[config.mk]
export PLATFORM = sky130hd
export DESIGN_NAME = cod_seq
export DESIGN_NICKNAME = d
export VERILOG_FILES = /design/src/hw/cod_pkg.sv /design/src/hw/cod_sync.sv /design/src/hw/cod_ea.sv /design/src/hw/cod_seq.sv
export SDC_FILE = /design/constraint.sdc
export NUM_CORES = 1
export LEC_CHECK = 0
export BUFFER_PORTS_ARGS = -buffer_cell sky130_fd_sc_hd__buf_2
export CAP_MARGIN = 20
export CELL_PAD_IN_SITES_DETAIL_PLACEMENT = 0
export CELL_PAD_IN_SITES_GLOBAL_PLACEMENT = 2
export CORE_MARGIN = 2
export CORE_UTILIZATION = 30
export CTS_CLUSTER_SIZE = 10
export DETAILED_ROUTE_END_ITERATION = 7
export GPL_ROUTABILITY_DRIVEN = 0
export GPL_TIMING_DRIVEN = 0
export HOLD_SLACK_MARGIN = 0.12
export PLACE_DENSITY = 0.82
export SKIP_LAST_GASP = 1
export SYNTH_ARGS = -nofsm -noshare
export SYNTH_HDL_FRONTEND = slang
export SYNTH_HIERARCHICAL = 1
export SYNTH_SLANG_ARGS = --single-unit
[constraint.sdc]
create_clock -name clk -period 4.73 [get_ports clk]
set_clock_uncertainty 0.15 [all_clocks]
set_input_delay 0.2365 -clock clk [delete_from_list [all_inputs] [get_ports clk]]
set_output_delay 0.2365 -clock clk [all_outputs]
set_load 0.03 [all_outputs]
[src/hw/cod_pkg.sv]
// constants, types and cycle classes for the opcode decode subset
// What this block does
// RULE1 - index-to-stack transfer: stack pointer gets index pair minus one, free then fetch
// RULE2 - wait clears interrupt mask, free then fetch, then halts until interrupt
// RULE3 - free cycle is one bus clock, no bus needed, shown as read
// RULE4 - program fetch reads next consecutive byte, address advances by one
// RULE5 - vector cycles read top page, high byte before low byte
// RULE6 - stack push writes one byte at the stack pointer
// RULE7 - stack pop reads one byte from the stack
// RULE8 - relative target is next address plus signed offset byte
// RULE9 - direct address has upper byte zero, first page only
// RULE10 - bit number zero to seven taken from the opcode
// RULE11 - indexed offset modes add unsigned byte or full word to index pair
// RULE12 - post-increment modes use index pair, then increment it
// RULE13 - stack offset modes add byte or word offset to stack pointer
// RULE14 - software interrupt pushes five bytes, sets mask, loads vector, eleven cycles
// RULE15 - while halted no bus cycles; resume only on interrupt or reset
package cod_pkg;
  localparam logic [15:0] RST_PC = 16'h0000;
  localparam logic [15:0] RST_SP = 16'h00ff;
  localparam logic [15:0] RST_HX = 16'h0000;
  localparam logic [15:0] VEC_RESET = 16'hfffe;
  localparam logic [15:0] VEC_SWI = 16'hfffc;
  localparam logic [7:0] TOP_PAGE = 8'hff;
  localparam logic [7:0] DIRECT_PAGE = 8'h00;
  localparam logic [7:0] OP_IDX_TO_SP = 8'h94;
  localparam logic [7:0] OP_WAIT = 8'h8f;
  localparam logic [7:0] OP_SWI = 8'h83;
  localparam logic [7:0] OP_PULA = 8'h86;
  localparam logic [7:0] OP_PULX = 8'h88;
  localparam logic [7:0] OP_PULH = 8'h8a;
  localparam logic [2:0] BITOP_HI = 3'h0;
  localparam logic [2:0] SWI_LAST_PUSH = 3'h4;
  localparam logic [2:0] SWI_LAST_REFILL = 3'h1;
  localparam logic SYNC_RST = 1'h1;

  typedef enum logic [8:0] {
    S_VECH = 9'h001, S_VECL = 9'h002, S_FETCH = 9'h004, S_FREE = 9'h008,
    S_PUSH = 9'h010, S_REFILL = 9'h020, S_WAITP = 9'h040, S_HALT = 9'h080,
    S_POP = 9'h100
  } cod_state_t;

  typedef enum logic [2:0] {
    CYC_IDLE = 3'h0, CYC_FREE = 3'h1, CYC_PROG = 3'h2, CYC_PUSH = 3'h3,
    CYC_POP = 3'h4, CYC_VEC = 3'h5
  } cod_cyc_t;

  typedef enum logic [3:0] {
    MODE_IMPLIED = 4'h0, MODE_DIR = 4'h1, MODE_REL = 4'h2,
    MODE_IDX_B = 4'h3, MODE_IDX_W = 4'h4, MODE_IXP = 4'h5,
    MODE_IX1P = 4'h6, MODE_STK_B = 4'h7, MODE_STK_W = 4'h8
  } cod_mode_t;
endpackage : cod_pkg

[src/hw/cod_sync.sv]
// three-stage input synchroniser with agreement filter
`timescale 1ns/1ns
module cod_sync import cod_pkg::*; (
  input wire logic clk,
  input wire logic rst_b,
  input wire logic din,
  output logic dout
);
  logic s1_r, s2_r, s3_r, out_r;
  logic out_nxt;

  // output moves only once stages two and three agree
  always_comb begin
    out_nxt = (s2_r == s3_r) ? s3_r : out_r;
  end

  always_ff @(posedge clk or negedge rst_b) begin
    if (!rst_b) begin
      s1_r <= SYNC_RST;
      s2_r <= SYNC_RST;
      s3_r <= SYNC_RST;
      out_r <= SYNC_RST;
    end else begin
      s1_r <= din;
      s2_r <= s1_r;
      s3_r <= s2_r;
      out_r <= out_nxt;
    end
  end

  assign dout = out_r;
endmodule : cod_sync

[src/hw/cod_ea.sv]
// effective address former for the operand addressing modes
`timescale 1ns/1ns
module cod_ea import cod_pkg::*; (
  input cod_mode_t mode,
  input wire logic [15:0] pc_next,
  input wire logic [15:0] hx,
  input wire logic [15:0] sp,
  input wire logic [7:0] off8,
  input wire logic [15:0] off16,
  output logic [15:0] ea,
  output logic post_inc
);
  // offsets are unsigned except the branch byte, which sign-extends
  always_comb begin
    post_inc = 1'b0;
    case (mode)
      MODE_DIR: ea = {DIRECT_PAGE, off8}; // RULE9
      MODE_REL: ea = pc_next + {{8{off8[7]}}, off8}; // RULE8
      MODE_IDX_B: ea = hx + {8'h00, off8}; // RULE11
      MODE_IDX_W: ea = hx + off16; // RULE11
      MODE_IXP: begin
        ea = hx; // RULE12
        post_inc = 1'b1;
      end
      MODE_IX1P: begin
        ea = hx + {8'h00, off8}; // RULE12
        post_inc = 1'b1;
      end
      MODE_STK_B: ea = sp + {8'h00, off8}; // RULE13
      MODE_STK_W: ea = sp + off16; // RULE13
      default: ea = hx;
    endcase
  end
endmodule : cod_ea

[src/hw/cod_seq.sv]
// instruction sequencer: bus cycle classes, transfer, wait and swi
`timescale 1ns/1ns
module cod_seq import cod_pkg::*; (
  input wire logic clk,
  input wire logic rst_b,
  input wire logic irq_pin_b,
  input wire logic [7:0] bus_rdata,
  input wire logic [7:0] acc_val,
  input wire logic [7:0] cond_val,
  input cod_mode_t ea_mode,
  input wire logic [7:0] ea_off8,
  input wire logic [15:0] ea_off16,
  input wire logic ea_go,
  output logic [15:0] bus_addr,
  output logic [7:0] bus_wdata,
  output logic bus_read,
  output logic bus_active,
  output cod_cyc_t bus_kind,
  output logic [15:0] pc,
  output logic [15:0] sp,
  output logic [15:0] hx,
  output logic imask,
  output logic halted,
  output logic [15:0] ea,
  output logic [7:0] bit_mask,
  output logic [7:0] pop_data
);
  cod_state_t st_r, st_nxt;
  cod_cyc_t kind_r, kind_nxt, iss_kind;
  logic [15:0] pc_r, pc_nxt, sp_r, sp_nxt, hx_r, hx_nxt;
  logic [15:0] addr_r, addr_nxt, iss_addr, ea_r, ea_nxt, ea_calc;
  logic [7:0] wdata_r, wdata_nxt, iss_data, bmask_r, bmask_nxt;
  logic [7:0] pop_r, pop_nxt, pull_r, pull_nxt;
  logic [2:0] cnt_r, cnt_nxt;
  logic imask_r, imask_nxt, swi_r, swi_nxt, wait_r, wait_nxt;
  logic do_fetch, ea_inc, irq_lvl_b;

  //////////////////////////////////////////////////////////////////////////
  // interrupt pin arrives from outside the clock domain
  cod_sync u_irq_sync (
    .clk(clk),
    .rst_b(rst_b),
    .din(irq_pin_b),
    .dout(irq_lvl_b)
  );

  cod_ea u_ea (
    .mode(ea_mode),
    .pc_next(pc_r),
    .hx(hx_r),
    .sp(sp_r),
    .off8(ea_off8),
    .off16(ea_off16),
    .ea(ea_calc),
    .post_inc(ea_inc)
  );

  // byte pushed in each swi stack cycle, low pc first
  function automatic logic [7:0] swi_byte(input logic [2:0] idx,
      input logic [15:0] pcv, input logic [15:0] hxv,
      input logic [7:0] av, input logic [7:0] cv);
    case (idx)
      3'h0: swi_byte = pcv[7:0];
      3'h1: swi_byte = pcv[15:8];
      3'h2: swi_byte = hxv[7:0];
      3'h3: swi_byte = av;
      default: swi_byte = cv;
    endcase
  endfunction : swi_byte

  //////////////////////////////////////////////////////////////////////////
  // next state and next bus cycle; bus fields are registered so each
  // cycle's address and class are decided one clock ahead
  always_comb begin
    st_nxt = st_r;
    pc_nxt = pc_r;
    sp_nxt = sp_r;
    hx_nxt = hx_r;
    imask_nxt = imask_r;
    swi_nxt = swi_r;
    wait_nxt = wait_r;
    cnt_nxt = cnt_r;
    pull_nxt = pull_r;
    pop_nxt = pop_r;
    bmask_nxt = bmask_r;
    ea_nxt = ea_r;
    iss_kind = CYC_IDLE;
    iss_addr = addr_r;
    iss_data = 8'h00;
    do_fetch = 1'b0;
    case (st_r)
      S_VECH: begin
        pc_nxt[15:8] = bus_rdata; // RULE5
        st_nxt = S_VECL;
        iss_kind = CYC_VEC;
        iss_addr = addr_r + 16'h0001;
      end
      S_VECL: begin
        pc_nxt[7:0] = bus_rdata; // RULE5
        if (swi_r) begin
          st_nxt = S_FREE;
          iss_kind = CYC_FREE;
        end else begin
          st_nxt = S_FETCH;
          do_fetch = 1'b1;
        end
      end
      S_FETCH: begin
        if (bus_rdata[7:5] == BITOP_HI) begin
          bmask_nxt = 8'h01 << bus_rdata[3:1]; // RULE10
        end
        if (bus_rdata == OP_IDX_TO_SP) begin
          sp_nxt = hx_r - 16'h0001; // RULE1
          st_nxt = S_FREE;
          iss_kind = CYC_FREE;
        end else if (bus_rdata == OP_WAIT) begin
          imask_nxt = 1'b0; // RULE2
          wait_nxt = 1'b1;
          st_nxt = S_FREE;
          iss_kind = CYC_FREE;
        end else if (bus_rdata == OP_SWI) begin
          swi_nxt = 1'b1; // RULE14
          cnt_nxt = 3'h0;
          st_nxt = S_PUSH;
          iss_kind = CYC_PUSH;
          iss_addr = sp_r;
          iss_data = swi_byte(3'h0, pc_r, hx_r, acc_val, cond_val);
          sp_nxt = sp_r - 16'h0001;
        end else if (bus_rdata == OP_PULA || bus_rdata == OP_PULX ||
                     bus_rdata == OP_PULH) begin
          pull_nxt = bus_rdata;
          sp_nxt = sp_r + 16'h0001;
          st_nxt = S_POP;
          iss_kind = CYC_POP; // RULE7
          iss_addr = sp_nxt;
        end else begin
          do_fetch = 1'b1;
        end
      end
      S_PUSH: begin
        cnt_nxt = cnt_r + 3'h1;
        if (cnt_r == SWI_LAST_PUSH) begin
          imask_nxt = 1'b1; // RULE14
          st_nxt = S_VECH;
          iss_kind = CYC_VEC;
          iss_addr = VEC_SWI;
        end else begin
          iss_kind = CYC_PUSH; // RULE6
          iss_addr = sp_r;
          iss_data = swi_byte(cnt_nxt, pc_r, hx_r, acc_val, cond_val);
          sp_nxt = sp_r - 16'h0001;
        end
      end
      S_FREE: begin
        if (swi_r) begin
          // queue refill reads do not move pc; the opcode fetch does
          swi_nxt = 1'b0;
          cnt_nxt = 3'h0;
          st_nxt = S_REFILL;
          iss_kind = CYC_PROG;
          iss_addr = pc_r;
        end else if (wait_r) begin
          st_nxt = S_WAITP;
          iss_kind = CYC_PROG; // RULE2
          iss_addr = pc_r;
        end else begin
          st_nxt = S_FETCH;
          do_fetch = 1'b1; // RULE1
        end
      end
      S_REFILL: begin
        cnt_nxt = cnt_r + 3'h1;
        if (cnt_r == SWI_LAST_REFILL) begin
          st_nxt = S_FETCH;
          do_fetch = 1'b1;
        end else begin
          iss_kind = CYC_PROG;
          iss_addr = pc_r + 16'h0001;
        end
      end
      S_WAITP: begin
        wait_nxt = 1'b0;
        st_nxt = S_HALT;
      end
      S_HALT: begin
        // mask is clear here, so any asserted request wakes the core
        if (!irq_lvl_b && !imask_r) begin
          st_nxt = S_FETCH; // RULE15
          do_fetch = 1'b1;
        end
      end
      S_POP: begin
        if (pull_r == OP_PULX) begin
          hx_nxt[7:0] = bus_rdata;
        end else if (pull_r == OP_PULH) begin
          hx_nxt[15:8] = bus_rdata;
        end else begin
          pop_nxt = bus_rdata;
        end
        st_nxt = S_FREE;
        iss_kind = CYC_FREE;
      end
      default: begin
        st_nxt = S_VECH;
      end
    endcase
    if (do_fetch) begin
      iss_kind = CYC_PROG; // RULE4
      iss_addr = pc_nxt;
      pc_nxt = pc_nxt + 16'h0001;
    end
    if (ea_go) begin
      ea_nxt = ea_calc;
      if (ea_inc) begin
        hx_nxt = hx_nxt + 16'h0001; // RULE12
      end
    end
    kind_nxt = iss_kind;
    addr_nxt = iss_addr;
    wdata_nxt = iss_data;
  end

  // reset starts with the reset vector read on the very first cycle
  always_ff @(posedge clk or negedge rst_b) begin
    if (!rst_b) begin
      st_r <= S_VECH;
      kind_r <= CYC_VEC;
      addr_r <= VEC_RESET;
      wdata_r <= 8'h00;
      pc_r <= RST_PC;
      sp_r <= RST_SP;
      hx_r <= RST_HX;
      imask_r <= 1'b1;
      swi_r <= 1'b0;
      wait_r <= 1'b0;
      cnt_r <= 3'h0;
      pull_r <= 8'h00;
      pop_r <= 8'h00;
      bmask_r <= 8'h00;
      ea_r <= 16'h0000;
    end else begin
      st_r <= st_nxt;
      kind_r <= kind_nxt;
      addr_r <= addr_nxt;
      wdata_r <= wdata_nxt;
      pc_r <= pc_nxt;
      sp_r <= sp_nxt;
      hx_r <= hx_nxt;
      imask_r <= imask_nxt;
      swi_r <= swi_nxt;
      wait_r <= wait_nxt;
      cnt_r <= cnt_nxt;
      pull_r <= pull_nxt;
      pop_r <= pop_nxt;
      bmask_r <= bmask_nxt;
      ea_r <= ea_nxt;
    end
  end

  // free cycles and idle are shown as reads
  assign bus_addr = addr_r;
  assign bus_wdata = wdata_r;
  assign bus_kind = kind_r;
  assign bus_active = (kind_r != CYC_IDLE);
  assign bus_read = (kind_r != CYC_PUSH); // RULE3
  assign pc = pc_r;
  assign sp = sp_r;
  assign hx = hx_r;
  assign imask = imask_r;
  assign halted = (st_r == S_HALT);
  assign ea = ea_r;
  assign bit_mask = bmask_r;
  assign pop_data = pop_r;
endmodule : cod_seq

==> metrics.yaml <==
drc_violations_left: 0
power_w: 0.00750
setup.worst_path.start_class: "flip-flop"
layout-drive-gt1-share: 0.210
initial_core_util: 0.304
hold_slack_ps: 133
initialDrtViolationCount: 1069
min_period_ps: 4590
final_net_count: 1760
area_growth_pct: 18.4
grt_pass1_wl_um: 76600
pin_count: 167
powerDensity_nw_per_um2: 522
fp.dieArea_um2: 42000
critPathBufInv: 2
synth_warnings: 6
synth_seq_cells: 134
number_of_antenna_violations_at_the_first_check_in_global_routing: 0
final_max_slew_viol_count: 0
stdcell_area_um2: 14300
post-dp-hpwl_um: 39400
synth-edff-count: 0
most_used_dff_post_synth: "dfrtp_1"
clk_sink_count: 134
placement.io_buffers: 156
finalWirelength_um: 51700
area_of_placed_instances_um2: 13600
die_h_um: 205
layout.cells.most_common: "buf_2"
worstPathArrival_ps: 4780
post-route-period-util: 0.970
cts_buffers: 17
max_slew.worst_pin.slew_ps: 1000
timing.critical_path.max_delay_family: "simple AND/OR/NAND/NOR gates"
post_synth.cell_area_avg_um2: 8.35
synth_fp_nets: 1569
outcome: "complete, no violations"
clock_insertion_delay_worst_skew_ps: 450
seq_area_um2: 3390
grt_max_degree: 81
fp.dieW_um: 205
crit_top_cell: "nand2_1"
totalNegativeSetupSlack_ps: 0
max-slew-margin-rel: 0.327
synth-seq-area-share: 0.280
layout.filler_cells: 4226
antenna_diodes: 0
globalRouteTotalUtil: 0.245
critical_path.max_fanout: 10
mostFrequentLayoutCells: "buf_2 (180), nand2_1 (144), nor2_1 (121)"
via_count: 12500
critical_path.endpoint_type: "flip-flop"
clock_tree.root_cell: "clkbuf_16"
multiInputGateArea_um2: 8140
async_flop_share: 1.00
first_global_vias: 12000
hold_viol_final: 0
wire_per_inst_um: 23.7
post_drt_via_cell_ratio: 5.75
grt_overflow_total: 0
worst_path_largest_cell_delay_ps: 810
cp_data_required_time_ps: 4920
clock_tree.buffer_depth: 2
htree_levels: 4
critical_path_class: "reg -> reg"
yosys.cell_types.count: 98
cts_tree: "built"
finalSetupViolations: 0
setup_repair_bufs_after_cts: 0
power.ir.vdd_worst_v: 0.000296
setup_repair_after_global_routing_missed_its_margin: "false"
std_cell_rows: 73
power.leakage_nw: 6.07
cts.reportedPaths.clkPinSlew_ps: 60
core_area_um2: 39800
cts.repair.resized: 0
syn-instance-count: 1452
firstDrtPassIters: 5
cap_viol_max_count: 0
min_delay_worst_type: "in -> reg"
drtAntennaViolNets: 0
path_cells: "buf_2 -> or4b_1 -> nor3_2 -> buf_2 -> nand2_1 -> nand2_1 -> ha_1 -> nand2_1 -> nor4_1 -> xor2_1 -> nor2_1 -> a211oi_1 -> a2111oi_0 -> a211oi_1"
achievable-frequency_mhz: 218
syn_area_um2: 12100
worst_path_max_delay_cell: "a2111oi_0"
[what timing repair did]
action / CTS / global route
hold buffers: 12 / 0
setup endpoints to repair: 0 / 0
endpoints found under the hold margin: 68 / 0
[Yosys cell counts (all sizes together) (6+ instances only)]
| cell | instances | share of area |
|---|---|---|
| nand3b | 7 | 0.0043 |
| nor3 | 38 | 0.019 |
| a31oi | 21 | 0.011 |
| nor4 | 17 | 0.011 |
| o31ai | 8 | 0.0050 |
| nand4 | 25 | 0.014 |
| a21oi | 102 | 0.042 |
| inv | 39 | 0.012 |
| mux2 | 47 | 0.044 |
| and2 | 21 | 0.011 |
| or2 | 9 | 0.0046 |
| nor2 | 121 | 0.037 |
| or3 | 10 | 0.0052 |
| mux2i | 36 | 0.030 |
| a22oi | 26 | 0.017 |
| o221ai | 14 | 0.010 |
| a221oi | 8 | 0.0063 |
| dfstp | 31 | 0.067 |
| buf | 35 | 0.016 |
| nor2b | 10 | 0.0052 |
| nand2b | 14 | 0.0072 |
| and3 | 15 | 0.0077 |
| a221o | 6 | 0.0050 |
| o211ai | 14 | 0.0087 |
| a21o | 13 | 0.0081 |
| xnor2 | 69 | 0.050 |
| or4 | 7 | 0.0050 |
| nand2 | 144 | 0.045 |
| o22ai | 17 | 0.0088 |
| o21a | 10 | 0.0062 |
| a211oi | 17 | 0.011 |
| ha | 58 | 0.060 |
| clkbuf | 64 | 0.020 |
| nor4b | 7 | 0.0081 |
| xor2 | 57 | 0.041 |
| dfrtp | 103 | 0.21 |
| nand3 | 42 | 0.018 |
| o21ai | 84 | 0.035 |
[layer usage]
layer  vias to the layer above  wire length (µm)  GRT usage  share of wire
li1                       5728                 -          -              -
met1                      6147             23000      0.337           0.44
met2                       579             23400      0.390           0.45
met3                        90              3600     0.0355          0.070
met4                         0              1730     0.0856          0.033
met5                         -                 0          0              0
[power by group]
group	leakage, nW	total [W]	switching [W]	internal, W
combinational	4.17	0.00399	0.00261	0.00138
sequential	1.61	0.00205	0.000557	0.00150
clock	0.290	0.00145	0.000601	0.000848
[cells by family after synthesis]
family | Yosys count | synth area share
xor+xnor | 126 | 0.0910
flops | 134 | 0.280
fa+ha+maj | 62 | 0.0658
simple gates | 507 | 0.220
compound gates | 402 | 0.221
mux | 83 | 0.0734
buf+inv | 138 | 0.0487
[final cells by class]
type	count	share of cell area
Buffer	99	0.0306
Clock inverter	14	0.0121
Multi-Input combinational cell	1180	0.567
Inverter	39	0.0106
Clock buffer	18	0.0306
Tap cell	525	0.0458
Timing Repair Buffer	172	0.0665
Sequential cell	134	0.236
[registers in the layout, indices dropped and copies added, names as in the netlist, 3 cells and up]
register   flops
bus_addr      16
ea            16
hx            16
pc            16
sp            16
st_r           9
bit_mask       8
bus_wdata      8
pop_data       8
pull_r         8
bus_kind       3
cnt_r          3
[stage by stage]
step / cells / util / worst slack, ps
3_3_place_gp: 2133 / 0.340 / 216
2_1_floorplan: 1452 / - / 1160
6_report: 2181 / 0.360 / 142
3_5_place_dp: 2135 / 0.341 / 304
4_1_cts: 2179 / 0.360 / 250
5_1_grt: 2181 / 0.360 / 75.9
[worst paths after layout]
check                           slack, ps                       from  depth (start not counted)                   endpoint
worst min register to register        220  u_irq_sync/s1_r$_DFF_PN1_                          0  u_irq_sync/s2_r$_DFF_PN1_
worst max register to register        140        st_r[2]$_DFFE_PN0P_                         14   bus_addr[12]$_DFFE_PN1P_
worst max-delay path                  140        st_r[2]$_DFFE_PN0P_                         14   bus_addr[12]$_DFFE_PN1P_
max in group asynchronous            3430                      rst_b                          3          sp[7]$_DFFE_PN1P_
min in group asynchronous             150                      rst_b                          2           pc[13]$_DFF_PN0_
worst min-delay path                  130               bus_rdata[7]                          2    pop_data[7]$_DFFE_PN0P_
Power figures use the tool's default switching activity.
